File: src/rtl/fts_pkg.sv
// Shared constants, types and stamp helpers for the frame time-stamp counters.
package fts_pkg;

  localparam int unsigned CLK_HZ       = 25_000_000;
  localparam int unsigned FREE_RATE_HZ = 120_000_000;
  localparam int unsigned NS_PER_S     = 1_000_000_000;
  // Nanoseconds added to the syntonized counter on each clock edge.
  localparam int unsigned NS_PER_CLK   = NS_PER_S / CLK_HZ;
  // Whole free-running counts per clock, plus a fractional remainder carried in a residue.
  localparam int unsigned FREE_INC_MIN = FREE_RATE_HZ / CLK_HZ;
  localparam int unsigned FREE_FRAC    = FREE_RATE_HZ % CLK_HZ;

  // A 32-bit count at the free-running rate wraps after about 35.8 s.
  localparam int unsigned FREE_W  = 32;
  localparam int unsigned SEC_W   = 32;
  localparam int unsigned NS_W    = 32;
  localparam int unsigned STAMP_W = 64;
  localparam int unsigned BYTE_W  = 8;
  localparam int unsigned CNT_W   = 4;

  localparam logic [CNT_W-1:0] STAMP_BYTES_LONG  = 4'h8;
  localparam logic [CNT_W-1:0] STAMP_BYTES_SHORT = 4'h4;

  typedef enum logic [1:0] {
    FTS_FMT_SEC2_NS30,
    FTS_FMT_SEC32_NS30,
    FTS_FMT_FREE32
  } fts_fmt_t;

  typedef enum logic {
    FTS_RX_PASS,
    FTS_RX_STAMP
  } fts_rx_st_t;

  // Forms a 64-bit frame stamp in the selected format; unused upper bits are zero.
  function automatic logic [STAMP_W-1:0] fts_build_stamp(
    input fts_fmt_t          fmt,
    input logic [SEC_W-1:0]  sec,
    input logic [NS_W-1:0]   ns,
    input logic [FREE_W-1:0] free
  );
    logic [STAMP_W-1:0] s;
    s = '0;
    case (fmt)
      FTS_FMT_SEC2_NS30:  s = {32'h0000_0000, sec[1:0], ns[29:0]};
      FTS_FMT_SEC32_NS30: s = {sec, 2'h0, ns[29:0]};
      FTS_FMT_FREE32:     s = {32'h0000_0000, free};
      default:            s = '0;
    endcase
    return s;
  endfunction : fts_build_stamp

  // Only the seconds-plus-nanoseconds format with full seconds needs eight bytes.
  function automatic logic fts_stamp_long(input fts_fmt_t fmt);
    return fmt == FTS_FMT_SEC32_NS30;
  endfunction : fts_stamp_long

endpackage : fts_pkg

File: src/rtl/fts_time_if.sv
// Interface joining the two counters to the time-stamp top.
`timescale 1ns/100ps
interface fts_time_if;
  logic                      run;
  logic                      strobe;
  logic [fts_pkg::NS_W-1:0]   limit;
  logic [fts_pkg::FREE_W-1:0] free;
  logic [fts_pkg::FREE_W-1:0] snapshot;
  logic [fts_pkg::NS_W-1:0]   ns;
  logic [fts_pkg::SEC_W-1:0]  sec;

  modport free_mp (input run, input strobe, output free, output snapshot);
  modport synt_mp (input run, input limit, output ns, output sec);
  modport top_mp  (output run, output strobe, output limit,
                   input free, input snapshot, input ns, input sec);
endinterface : fts_time_if

File: src/rtl/fts_free_counter.sv
// Free-running counter at the 120 MHz rate with strobe snapshot.
`timescale 1ns/100ps
module fts_free_counter (
  input wire logic     clock,
  input wire logic     sys_rst,
  fts_time_if.free_mp  tif
);

  typedef struct packed {
    logic [fts_pkg::FREE_W-1:0] free;
    logic [31:0]                resid;
    logic                       strobe_prev;
    logic [fts_pkg::FREE_W-1:0] snap;
  } fts_free_state_t;

  fts_free_state_t q;
  fts_free_state_t d;
  logic [31:0]     sum;

  always_comb begin
    d   = q;
    sum = q.resid + 32'(fts_pkg::FREE_FRAC);
    d.strobe_prev = tif.strobe;
    if (tif.run) begin
      if (sum >= 32'(fts_pkg::CLK_HZ)) begin
        d.resid = sum - 32'(fts_pkg::CLK_HZ);
        d.free  = q.free + 32'(fts_pkg::FREE_INC_MIN) + 32'h0000_0001;
      end else begin
        d.resid = sum;
        d.free  = q.free + 32'(fts_pkg::FREE_INC_MIN);
      end
      if (tif.strobe && !q.strobe_prev) begin
        d.snap = q.free;
      end
    end
  end

  always_ff @(posedge clock or posedge sys_rst) begin
    if (sys_rst) begin
      q <= '0;
    end else begin
      q <= d;
    end
  end

  assign tif.free     = q.free;
  assign tif.snapshot = q.snap;

  property p_free_hold;
    @(posedge clock) disable iff (sys_rst) !tif.run |=> tif.free == $past(tif.free);
  endproperty
  a_free_hold: assert property (p_free_hold) else $error("free counter moved while disabled");

  property p_free_step;
    @(posedge clock) disable iff (sys_rst)
      tif.run |=> (tif.free - $past(tif.free) == 32'h0000_0004)
               || (tif.free - $past(tif.free) == 32'h0000_0005);
  endproperty
  a_free_step: assert property (p_free_step) else $error("free counter step not 4 or 5");

  property p_snap_take;
    @(posedge clock) disable iff (sys_rst)
      tif.run && tif.strobe && !q.strobe_prev |=> tif.snapshot == $past(tif.free);
  endproperty
  a_snap_take: assert property (p_snap_take) else $error("snapshot did not take free count");

  property p_snap_keep;
    @(posedge clock) disable iff (sys_rst)
      !(tif.strobe && !q.strobe_prev) |=> $stable(tif.snapshot);
  endproperty
  a_snap_keep: assert property (p_snap_keep) else $error("snapshot changed without strobe");

endmodule : fts_free_counter

File: src/rtl/fts_synt_counter.sv
// Syntonized seconds and nanoseconds counter with programmable rollover.
`timescale 1ns/100ps
module fts_synt_counter (
  input wire logic     clock,
  input wire logic     sys_rst,
  fts_time_if.synt_mp  tif
);

  typedef struct packed {
    logic [fts_pkg::SEC_W-1:0] sec;
    logic [fts_pkg::NS_W-1:0]  ns;
  } fts_synt_state_t;

  fts_synt_state_t q;
  fts_synt_state_t d;

  always_comb begin
    d = q;
    if (tif.run) begin
      if (q.ns >= tif.limit) begin
        d.ns  = '0;
        d.sec = q.sec + 32'h0000_0001;
      end else begin
        d.ns = q.ns + 32'(fts_pkg::NS_PER_CLK);
      end
    end
  end

  always_ff @(posedge clock or posedge sys_rst) begin
    if (sys_rst) begin
      q <= '0;
    end else begin
      q <= d;
    end
  end

  assign tif.ns  = q.ns;
  assign tif.sec = q.sec;

  property p_ns_roll;
    @(posedge clock) disable iff (sys_rst)
      tif.run && tif.ns >= tif.limit |=> tif.ns == '0 && tif.sec == $past(tif.sec) + 32'h0000_0001;
  endproperty
  a_ns_roll: assert property (p_ns_roll) else $error("nanoseconds did not roll over");

  property p_ns_step;
    @(posedge clock) disable iff (sys_rst)
      tif.run && tif.ns < tif.limit |=> tif.ns == $past(tif.ns) + 32'h0000_0028 && $stable(tif.sec);
  endproperty
  a_ns_step: assert property (p_ns_step) else $error("nanoseconds step wrong");

  property p_synt_hold;
    @(posedge clock) disable iff (sys_rst)
      !tif.run |=> $stable(tif.ns) && $stable(tif.sec);
  endproperty
  a_synt_hold: assert property (p_synt_hold) else $error("syntonized counter moved while disabled");

endmodule : fts_synt_counter

File: src/rtl/fts_top.sv
// Frame time-stamp top: counters, receive stamp insertion and transmit stamp capture.
`timescale 1ns/100ps
// Contract
// - Free-running counter advances at 120 MHz rate, 8.333 ns per count.
// - Free-running counter is 32 bits wide, wrapping after roughly 35 s.
// - Free-running counter counts only while the run enable is 1.
// - With counting and frame stamping enabled, each received frame gets a stamp ahead of its data.
// - A transmit stamp is captured only when the host requests one for that frame.
// - Capture strobe copies the current free count into the snapshot while the run enable is 1.
// - Syntonized counter is 64 bits: nanoseconds low, seconds high, 1 ns per LSB.
// - Nanoseconds reaching the rollover limit clear and seconds increment.
// - Syntonized counter also runs only while the run enable is 1.
// - First format records 2-bit seconds and 30-bit nanoseconds.
// - Second format records 32-bit seconds and 30-bit nanoseconds.
// - Third format records the whole 32-bit free-running count.
// - Frame stamps are taken only while the frame stamp enable is 1.
module fts_top (
  input  wire logic                        clock,
  input  wire logic                        sys_rst,
  input  wire logic                        counter_run_enable,
  input  wire logic                        frame_stamp_enable,
  input  wire logic [1:0]                  stamp_format,
  input  wire logic [fts_pkg::NS_W-1:0]    nanosecond_rollover_limit,
  input  wire logic                        capture_strobe_input,
  output wire logic [fts_pkg::FREE_W-1:0]  free_count_snapshot,
  output wire logic [fts_pkg::FREE_W-1:0]  free_count,
  output wire logic [fts_pkg::SEC_W-1:0]   synt_seconds,
  output wire logic [fts_pkg::NS_W-1:0]    synt_nanoseconds,
  input  wire logic                        rx_in_valid,
  output wire logic                        rx_in_ready,
  input  wire logic [7:0]                  rx_in_data,
  input  wire logic                        rx_in_first,
  input  wire logic                        rx_in_last,
  output wire logic                        rx_out_valid,
  input  wire logic                        rx_out_ready,
  output wire logic [7:0]                  rx_out_data,
  output wire logic                        rx_out_first,
  output wire logic                        rx_out_last,
  input  wire logic                        tx_frame_start,
  input  wire logic                        tx_stamp_request,
  output wire logic                        tx_stamp_valid,
  output wire logic [fts_pkg::STAMP_W-1:0] tx_stamp,
  input  wire logic                        tx_stamp_ack
);

  typedef struct packed {
    fts_pkg::fts_rx_st_t         st;
    logic                        done;
    logic [fts_pkg::STAMP_W-1:0] sh;
    logic [fts_pkg::CNT_W-1:0]   cnt;
    logic                        ov;
    logic [fts_pkg::BYTE_W-1:0]  od;
    logic                        of;
    logic                        ol;
    logic                        tv;
    logic [fts_pkg::STAMP_W-1:0] ts;
  } fts_top_state_t;

  fts_time_if tif ();

  fts_top_state_t              q;
  fts_top_state_t              d;
  fts_pkg::fts_fmt_t           fmt;
  logic                        stamp_on;
  logic                        can_load;
  logic                        rx_take_stamp;
  logic                        tx_take_stamp;
  logic [fts_pkg::STAMP_W-1:0] stamp_now;
  logic [fts_pkg::STAMP_W-1:0] stamp_aligned;

  assign tif.run    = counter_run_enable;
  assign tif.strobe = capture_strobe_input;
  assign tif.limit  = nanosecond_rollover_limit;

  fts_free_counter u_free (
    .clock   (clock),
    .sys_rst (sys_rst),
    .tif     (tif.free_mp)
  );

  fts_synt_counter u_synt (
    .clock   (clock),
    .sys_rst (sys_rst),
    .tif     (tif.synt_mp)
  );

  assign fmt       = fts_pkg::fts_fmt_t'(stamp_format);
  // Stamps need both the counters running and frame stamping switched on.
  assign stamp_on  = counter_run_enable && frame_stamp_enable;
  assign stamp_now = fts_pkg::fts_build_stamp(fmt, tif.sec, tif.ns, tif.free);
  // Short stamps are moved to the top so bytes always leave from bits 63:56.
  assign stamp_aligned = fts_pkg::fts_stamp_long(fmt) ? stamp_now
                                                      : {stamp_now[31:0], 32'h0000_0000};

  // The output byte register may be reloaded when empty or being taken this cycle.
  assign can_load      = !q.ov || rx_out_ready;
  assign rx_take_stamp = q.st == fts_pkg::FTS_RX_PASS && can_load && rx_in_valid
                         && rx_in_first && stamp_on && !q.done;
  assign tx_take_stamp = tx_frame_start && tx_stamp_request && stamp_on;

  always_comb begin
    d = q;
    if (q.ov && rx_out_ready) begin
      d.ov = 1'b0;
    end
    case (q.st)
      fts_pkg::FTS_RX_PASS: begin
        if (rx_take_stamp) begin
          // The first frame byte is held off while the stamp bytes go out ahead of it.
          d.od  = stamp_aligned[63:56];
          d.sh  = {stamp_aligned[55:0], 8'h00};
          d.cnt = (fts_pkg::fts_stamp_long(fmt) ? fts_pkg::STAMP_BYTES_LONG
                                                : fts_pkg::STAMP_BYTES_SHORT) - 4'h1;
          d.ov  = 1'b1;
          d.of  = 1'b1;
          d.ol  = 1'b0;
          d.st  = fts_pkg::FTS_RX_STAMP;
        end else if (can_load && rx_in_valid) begin
          d.od   = rx_in_data;
          d.ov   = 1'b1;
          d.of   = rx_in_first && !q.done;
          d.ol   = rx_in_last;
          d.done = 1'b0;
        end
      end
      fts_pkg::FTS_RX_STAMP: begin
        if (can_load) begin
          d.od  = q.sh[63:56];
          d.sh  = {q.sh[55:0], 8'h00};
          d.ov  = 1'b1;
          d.of  = 1'b0;
          d.ol  = 1'b0;
          d.cnt = q.cnt - 4'h1;
          if (q.cnt == 4'h1) begin
            d.st   = fts_pkg::FTS_RX_PASS;
            d.done = 1'b1;
          end
        end
      end
      default: begin
        d.st = fts_pkg::FTS_RX_PASS;
      end
    endcase
    // A new stamp wins over an acknowledge landing in the same cycle.
    if (tx_take_stamp) begin
      d.ts = stamp_now;
      d.tv = 1'b1;
    end else if (tx_stamp_ack) begin
      d.tv = 1'b0;
    end
  end

  always_ff @(posedge clock or posedge sys_rst) begin
    if (sys_rst) begin
      q <= '0;
    end else begin
      q <= d;
    end
  end

  assign rx_in_ready = can_load && q.st == fts_pkg::FTS_RX_PASS
                       && !(rx_in_first && stamp_on && !q.done);
  assign rx_out_valid        = q.ov;
  assign rx_out_data         = q.od;
  assign rx_out_first        = q.of;
  assign rx_out_last         = q.ol;
  assign tx_stamp_valid      = q.tv;
  assign tx_stamp            = q.ts;
  assign free_count_snapshot = tif.snapshot;
  assign free_count          = tif.free;
  assign synt_seconds        = tif.sec;
  assign synt_nanoseconds    = tif.ns;

  property p_rx_prepend;
    @(posedge clock) disable iff (sys_rst)
      rx_take_stamp |-> !rx_in_ready ##1 (rx_out_valid && rx_out_first
                                          && rx_out_data == $past(stamp_aligned[63:56]));
  endproperty
  a_rx_prepend: assert property (p_rx_prepend) else $error("stamp not placed ahead of frame");

  property p_rx_short_len;
    @(posedge clock) disable iff (sys_rst)
      rx_take_stamp && !fts_pkg::fts_stamp_long(fmt) |=> q.cnt == 4'h3;
  endproperty
  a_rx_short_len: assert property (p_rx_short_len) else $error("short stamp length wrong");

  property p_rx_no_stamp;
    @(posedge clock) disable iff (sys_rst)
      q.st == fts_pkg::FTS_RX_PASS && !stamp_on |=> q.st == fts_pkg::FTS_RX_PASS;
  endproperty
  a_rx_no_stamp: assert property (p_rx_no_stamp) else $error("stamp inserted while disabled");

  property p_tx_only_req;
    @(posedge clock) disable iff (sys_rst)
      !tx_take_stamp |=> $stable(tx_stamp);
  endproperty
  a_tx_only_req: assert property (p_tx_only_req) else $error("tx stamp changed without request");

  property p_tx_need_enable;
    @(posedge clock) disable iff (sys_rst)
      $rose(tx_stamp_valid) |-> $past(frame_stamp_enable) && $past(counter_run_enable);
  endproperty
  a_tx_need_enable: assert property (p_tx_need_enable) else $error("tx stamp while disabled");

  property p_fmt_sec2;
    @(posedge clock) disable iff (sys_rst)
      tx_take_stamp && fmt == fts_pkg::FTS_FMT_SEC2_NS30 |=>
        tx_stamp == {32'h0000_0000, $past(tif.sec[1:0]), $past(tif.ns[29:0])};
  endproperty
  a_fmt_sec2: assert property (p_fmt_sec2) else $error("first format stamp wrong");

  property p_fmt_sec32;
    @(posedge clock) disable iff (sys_rst)
      tx_take_stamp && fmt == fts_pkg::FTS_FMT_SEC32_NS30 |=>
        tx_stamp == {$past(tif.sec), 2'h0, $past(tif.ns[29:0])};
  endproperty
  a_fmt_sec32: assert property (p_fmt_sec32) else $error("second format stamp wrong");

  property p_fmt_free;
    @(posedge clock) disable iff (sys_rst)
      tx_take_stamp && fmt == fts_pkg::FTS_FMT_FREE32 |=>
        tx_stamp == {32'h0000_0000, $past(tif.free)} && tx_stamp_valid;
  endproperty
  a_fmt_free: assert property (p_fmt_free) else $error("third format stamp wrong");

  // Stream checks: stamp bytes lead, then frame bytes pass through in order; transmit stamp valid checks follow.
  property p_rx_long_len;
    @(posedge clock) disable iff (sys_rst)
      rx_take_stamp && fts_pkg::fts_stamp_long(fmt) |=> q.cnt == 4'h7;
  endproperty
  a_rx_long_len: assert property (p_rx_long_len) else $error("long stamp length wrong");

  property p_long_top;
    @(posedge clock) disable iff (sys_rst)
      rx_take_stamp && fts_pkg::fts_stamp_long(fmt) |=> rx_out_data == $past(stamp_now[63:56]);
  endproperty
  a_long_top: assert property (p_long_top) else $error("long stamp top byte wrong");

  property p_short_top;
    @(posedge clock) disable iff (sys_rst)
      rx_take_stamp && !fts_pkg::fts_stamp_long(fmt) |=> rx_out_data == $past(stamp_now[31:24]);
  endproperty
  a_short_top: assert property (p_short_top) else $error("short stamp top byte wrong");

  property p_rx_stamp_bytes;
    @(posedge clock) disable iff (sys_rst)
      q.st == fts_pkg::FTS_RX_STAMP && can_load |=>
        rx_out_valid && !rx_out_first && rx_out_data == $past(q.sh[63:56]);
  endproperty
  a_rx_stamp_bytes: assert property (p_rx_stamp_bytes) else $error("stamp byte out of order");

  property p_rx_end_stamp;
    @(posedge clock) disable iff (sys_rst)
      q.st == fts_pkg::FTS_RX_STAMP && can_load && q.cnt == 4'h1 |=>
        q.st == fts_pkg::FTS_RX_PASS && q.done;
  endproperty
  a_rx_end_stamp: assert property (p_rx_end_stamp) else $error("stamp did not end");

  property p_rx_own_first;
    @(posedge clock) disable iff (sys_rst)
      q.done && rx_in_valid && rx_in_ready |=> rx_out_valid && !rx_out_first;
  endproperty
  a_rx_own_first: assert property (p_rx_own_first) else $error("frame byte marked first");

  property p_rx_pass_data;
    @(posedge clock) disable iff (sys_rst)
      q.st == fts_pkg::FTS_RX_PASS && rx_in_valid && rx_in_ready |=>
        rx_out_valid && rx_out_data == $past(rx_in_data) && rx_out_last == $past(rx_in_last);
  endproperty
  a_rx_pass_data: assert property (p_rx_pass_data) else $error("frame byte not passed");

  property p_rx_no_run;
    @(posedge clock) disable iff (sys_rst)
      q.st == fts_pkg::FTS_RX_PASS && !counter_run_enable |=> q.st == fts_pkg::FTS_RX_PASS;
  endproperty
  a_rx_no_run: assert property (p_rx_no_run) else $error("stamp inserted while stopped");

  // The spare format code sends a stamp of zeros.
  property p_fmt_zero;
    @(posedge clock) disable iff (sys_rst)
      rx_take_stamp && stamp_format == 2'h3 |=> rx_out_data == 8'h00 && rx_out_first;
  endproperty
  a_fmt_zero: assert property (p_fmt_zero) else $error("spare format stamp not zero");

  property p_tx_sticky;
    @(posedge clock) disable iff (sys_rst)
      tx_stamp_valid && !tx_stamp_ack |=> tx_stamp_valid;
  endproperty
  a_tx_sticky: assert property (p_tx_sticky) else $error("tx stamp valid dropped early");

  property p_tx_ack_clear;
    @(posedge clock) disable iff (sys_rst)
      tx_stamp_valid && tx_stamp_ack && !tx_take_stamp |=> !tx_stamp_valid;
  endproperty
  a_tx_ack_clear: assert property (p_tx_ack_clear) else $error("tx stamp valid not cleared");

  property p_tx_no_run;
    @(posedge clock) disable iff (sys_rst)
      !counter_run_enable |=> !$rose(tx_stamp_valid);
  endproperty
  a_tx_no_run: assert property (p_tx_no_run) else $error("tx stamp while stopped");

endmodule : fts_top

File: config.mk
export PLATFORM = sky130hd
export DESIGN_NAME = fts_top
export DESIGN_NICKNAME = d
export VERILOG_FILES = /design/src/rtl/fts_pkg.sv /design/src/rtl/fts_time_if.sv /design/src/rtl/fts_free_counter.sv /design/src/rtl/fts_synt_counter.sv /design/src/rtl/fts_top.sv
export SDC_FILE = /design/constraint.sdc
export NUM_CORES = 1
export LEC_CHECK = 0
export ABC_AREA = 1
export BUFFER_PORTS_ARGS = -buffer_cell sky130_fd_sc_hd__buf_2
export CAP_MARGIN = 20
export CELL_PAD_IN_SITES_DETAIL_PLACEMENT = 1
export CELL_PAD_IN_SITES_GLOBAL_PLACEMENT = 1
export CORE_MARGIN = 2
export CORE_UTILIZATION = 40
export DETAILED_ROUTE_END_ITERATION = 6
export GPL_TIMING_DRIVEN = 0
export PLACE_DENSITY_LB_ADDON = 0.15
export SLEW_MARGIN = 20
export SYNTH_ARGS = -nofsm -noshare
export SYNTH_HDL_FRONTEND = slang
export SYNTH_SLANG_ARGS = --single-unit
File: constraint.sdc
create_clock -name clock -period 10.5 [get_ports clock]
set_clock_uncertainty 0.05 [all_clocks]
set_input_delay 0.525 -clock clock [delete_from_list [all_inputs] [get_ports clock]]
set_output_delay 0.525 -clock clock [all_outputs]
set_load 0.02 [all_outputs]
After elaboration in Yosys (flattened, before gate mapping):

Index checks and enable logic that the tools add are counted.
W data, S select, Z words.

* register bits after elaboration: 307
* word-level logic and storage cells: 80
* bits of input ports: 54

* bitwise operators: 1
* $add $sub $neg: 8
* magnitude comparators: 2
* mux-type cells: 17
* equality and inequality tests: 9
* reductions and logical operators: 27

Operators by type and width (count)
* $pmux W64 S3: 1
* $pmux W81 S2: 1
* $mux W64: 2
* $mux W81: 1
* $mux W68: 1
* $add A32 B1 Y32 const B: 2
* $add A32 B25 Y32 const B: 1
* $add A32 B3 Y32 const B: 1
* $add A32 B6 Y32 const B: 1
* $ge A32 B25 Y1 const B: 1
* $ge A32 B32 Y1: 1
* $mux W32: 1
* $sub A32 B25 Y32 const B: 1
* $mux W11: 2
* $logic_and A1 B1 Y1: 15
* $reduce_and A2 Y1: 4
* $sub A4 B1 Y4 const B: 2
* $mux W1: 6
* $ne A2 B2 Y1 const B: 3
* $eq A4 B1 Y1 const B: 1
* $logic_not A1 Y1: 4
* $mux W4: 1
* $ne A2 B1 Y1 const B: 2
* $reduce_and A4 Y1: 1
* 8 further kinds: 8

Logic depth before layout (Yosys ltp):

* depth in word-level cells: 9
* mapped depth: 21
* mapped depth without buffers: 20

Modules after synthesis:

A second synthesis with hierarchy kept.

* cell total of the unflattened synthesis: 2929
* area total of the unflattened synthesis: 19924.1 um^2

By module, submodules not included
* fts_free_counter: area an instance 8241.7 um^2, cells each 1354, instances 1, seq. area each 2277.2 um^2
* fts_top: area an instance 6989.2 um^2, cells each 885, instances 1, seq. area each 3453.3 um^2
* fts_synt_counter: area an instance 4693.3 um^2, cells each 690, instances 1, seq. area each 1526.5 um^2

Least setup slack after synthesis:

Ideal clock, no wire load.

* path type: input -> register
* from: in nanosecond_rollover_limit[3] in the netlist's numbering
* to: reg u_synt.q (netlist bit u_synt.tif.ns[10])
* data arrival time: 2.324 ns
* slack: 7.995 ns
* stages: 15
* setup time: 0.131 ns
* path buffers: 2
* path through: inv_1 -> ha_1 -> inv_1 -> nor4_1 -> o21ai_0 -> nand2_1 -> nand3_1 -> o2111ai_1 -> nand3_1 -> nand2_1 -> nand2_1 -> inv_1 -> clkbuf_1 -> buf_1 -> nor2_1

* longest elaborated chain between the ends: 2

Ends and longest elaborated chain
* start, declared: RTL line fts_top.sv:23 `input wire logic [fts_pkg::NS_W-1:0] nanosecond_rollover_limit,`
* $ge A32 B32 Y1: RTL line fts_synt_counter.sv:20 `if (q.ns >= tif.limit) begin`
* $mux W32: RTL line fts_synt_counter.sv:20
* end signal, assigned: RTL line fts_synt_counter.sv:31 `q <= '0;`
* end signal, assigned: RTL line fts_synt_counter.sv:33 `q <= d;`
* end, declared: RTL line fts_synt_counter.sv:14 `fts_synt_state_t q;`

No other way between the ends.
A chain may end at the register's enable or synchronous reset.

Worst setup path in the final report:

* from: reg u_synt.q (netlist bit u_synt.tif.ns[3])
* to: reg u_synt.q (netlist bit u_synt.tif.ns[17])

* longest elaborated chain between the ends: 2

Ends and longest elaborated chain (RTL line)
* $add A32 B6 Y32 / $ge A32 B32 Y1 (equally long branches): fts_synt_counter.sv:24, fts_synt_counter.sv:20
* $mux W32 (*): fts_synt_counter.sv:20

Every way passes the cells marked *; elsewhere a longest branch is shown, timed or not.

==> metrics.md <==
| Metric | Value |
|---|---|
| Max cap viols | 0 |
| LEAKAGE | between 10 and 15 nW |
| Die Span Y | 223 µm |
| Drt drc | 0 |
| Synth Area in Simple Gates | about 34% |
| Antenna viol nets, final | 0 |
| Worst Hold Slack | -0.0354 ns |
| Grt total ovfl | 0 |
| Initial DRC count | around 1500 |
| Compound-Gate Fraction of Synth Area | under 10% |
| Clk sinks | 290 |
| Post-CTS Setup Inserts | 0 |
| Syn_area_per_cell | between 6 and 7 µm² |
| CTS buffer count | 36 |
| CTS Buffer Depth | 3 |
| Initial Util | about two fifths |
| Number of flops mapped to enable cells by yosys | 0 |
| # resized after CTS | 0 |
| Worst-skew pair later-pin latency | about 0.56 ns |
| P&R area growth vs syn | 17.2% |
| Total wire length | roughly 78000 µm |
| CP Data Arrival Time | 4.28 ns |
| Adder-Cell Fraction of Synth Area | 2.55% |
| Final WS setup | ~6.6 ns |
| Sequential cell area fraction in the yosys report | between 30 and 40% |
| Final core utilization | 47.2% |
| IO buf count | 254 |
| Final worst path period share | 37.3% |
| Synth Instances | 2756 |
| FILL cells | between 6000 and 7000 |
| Fmax | between 200 and 300 MHz |
| Vias | 19873 |
| Initial antenna violation count | 1 |
| Top post-synthesis cells by area | dfrtp_1, nand2_1, buf_4 |
| Outcome | finished with violations |
| CP Class | flip-flop to flip-flop |
| Num ports | about 260 |
| Hold Violations, Final | 11 |
| All-Layer GR Usage | between 30% and 40% |
| Dpl ws | approximately 6.6 ns |
| CP Launch Type | flip-flop |
| Count of final max-slew check failures | 0 |
| Distinct cells, synth | 45 |
| Clock root buffer | clkbuf_16 |
| Pwr Density | around 230 nW/µm² |
| Failing checks | negative hold slack |
| Synth warn | 0 |
| Slew Limit Headroom | about a third |
| Die width | 223 µm |
| Critical path capture point type | flip-flop |
| Post-synthesis register bit count | 290 |
| Largest family of logic cells by synthesized area | simple AND/OR/NAND/NOR gates |
| Pre-antenna DRT Iters | 5 |
| Register area | about 7300 µm² |
| Worst-path clk slew | 0.06 ns |
| Hold Buf Count CTS | 0 |
| Via density per instance | around 5.4 |
| Share of layout cells above drive strength 1 | between 10% and 20% |
| Minimum clock period | about 3.9 ns |
| Vias in the first global route | approximately 20000 |
| Area of the multi-input gates | between 9000 and 10000 µm² |
| HPWL Detailed | between 60000 and 70000 µm |
| Cell area after synthesis | ~19000 µm² |
| Share of the synthesized area in the top cell type | between 30% and 40% |
| Worst Reg-to-Reg Cells | 14 |
| Cell taking the most area after synthesis | dfrtp_1 |
| Worst Max-Slew Pin Slew | 0.976 ns |
| CTS tree | yes |
| RSZ-0062 raised after global routing | false |
| Largest net degree at the start of global routing | 90 |
| Asr flop ratio synth | 100% |
| Critical path peak fanout | 10 |
| Fin nets | 3146 |
| Core area | approximately 48000 µm² |
| Post-synthesis xor/xnor area fraction | approximately 4.3% |
| Num rows | 80 |
| Die Footprint | around 50000 µm² |
| WL/cell | between 20 and 25 µm |
| Final GP Congestion | 0.982 |
| Mux contribution to synthesized area | 0% |
| Hold/Removal Path Class | input port to asynchronous set/reset pin |
| Final number of setup-violating endpoints | 0 |
| Top_reg_cell synth | dfrtp_1 |
| First-pass GRT wire length | roughly 120000 µm |
| H-tree depth | 2 |
| Maximum vdd ir drop | 176 µV |
| Number of diodes | 0 |
| Data required, critical path | 10.87 ns |
-- state kept, by name (all words and copies together) (netlist names), 8 cells and up --
register,count
q,62
tx_stamp,64
u_synt.tif.sec,32
u_free.tif.snapshot,32
u_free.q,27
u_synt.tif.ns,29
u_free.tif.free,32
rx_out_data,8
-- area by class of cell --
| type | instances | area share [%] |
|---|---|---|
| Multi-Input combinational cell | 1932 | 41.4 |
| Sequential cell | 290 | 32.3 |
| Buffer | 238 | 6.67 |
| Timing Repair Buffer | 257 | 6.03 |
| Inverter | 298 | 5.02 |
| Clock buffer | 48 | 4.48 |
| Tap cell | 615 | 3.43 |
| Clock inverter | 12 | 0.669 |
-- power by group --
part           total (mW)  switching, mW  internal (mW)
clock network        1.26          0.511          0.745
registers            1.64          0.284           1.36
logic                2.16           1.45          0.712
total                5.06           2.25           2.81
-- kinds of logic after synthesis --
| kind of cell | Yosys count |
|---|---|
| buffers and inverters | 536 |
| AO/OA/AOI/OAI | 242 |
| XOR/XNOR | 95 |
| AND/OR/NAND/NOR | 1553 |
| flip-flops | 290 |
| other | 1 |
| adder cells (fa/ha/maj) | 39 |
-- synth_stat cells, types with 3 or more instances --
cell type  number
o21ai_0        83
o211ai_1       26
a21boi_0       12
o31ai_1         9
nor4_1         18
ha_1           39
o221ai_1       30
buf_2          13
nor3_1         27
o2111ai_1       3
buf_1           4
a21oi_1        34
nor2_1        242
o21ai_1         3
nor2_2          9
nand2_1       975
dfrtp_1       290
inv_2          13
clkinv_1        4
nand4_1        86
nand2_2         6
nand3_1       178
xnor2_1         6
buf_4         142
inv_1         281
o22ai_1        36
xor2_1         89
clkbuf_1       74
nor2_4          3
-- critical path, cell delays in order, from the launching register on --
cell	delay, ns
dfrtp_1	0.52
ha_1	0.35
inv_1	0.04
nor4_1	0.20
o21ai_0	0.11
nand2_1	0.07
nand3_1	0.06
o2111ai_1	0.12
nand3_1	0.26
nand2_1	0.27
nand2_1	0.25
inv_1	0.20
clkbuf_1	0.71
clkbuf_1	0.47
nor2_1	0.10
-- routing by layer --
layer	share of wire [%]	track usage (%)	vias to the layer above
met3	5.8	4.06	152
met1	43	40.4	9795
met5	0	0	-
met2	47	51.9	638
met4	4.3	13.2	0
li1	-	-	9288
-- placed cells by master (no fill, tap or decap), drive strengths merged, types with 86 or more instances in the layout --
| cell type | Yosys | layout |
|---|---|---|
| nand2 | 981 | 981 |
| buf | 164 | 421 |
| inv | 294 | 295 |
| dfrtp | 290 | 290 |
| nor2 | 254 | 254 |
| nand3 | 180 | 180 |
| clkbuf | 74 | 122 |
| xor2 | 89 | 89 |
| nand4 | 86 | 86 |
| o21ai | 86 | 86 |
-- through the flow --
step	area [µm²]	setup TNS, ns	power, mW	std cells
2_1_floorplan	19200	0	3.07	2758
3_3_place_gp	21200	-488.81	3.72	3627
3_5_place_dp	21300	0	3.80	3630
4_1_cts	22500	0	5.08	3690
5_1_grt	22500	0	5.39	3690
6_report	22500	0	5.06	3690
-- worst paths after layout --
kind                       slack [ns]                        endpoint                         start
max                              6.59   u_synt.tif.ns[17]$_DFFE_PP0P_  u_synt.tif.ns[3]$_DFFE_PP0P_
min                             -0.04   u_synt.tif.ns[16]$_DFFE_PP0P_                       sys_rst
max reg2reg                      6.59   u_synt.tif.ns[17]$_DFFE_PP0P_  u_synt.tif.ns[3]$_DFFE_PP0P_
min reg2reg                      0.43        tx_stamp[33]$_DFFE_PP0P_      tx_stamp[33]$_DFFE_PP0P_
max in group asynchronous        9.26  u_synt.tif.sec[28]$_DFFE_PP0P_                       sys_rst
min in group clock               0.06          u_free.q[32]$_DFF_PP0_          capture_strobe_input
Note: power is estimated with default switching activity, not from simulation.
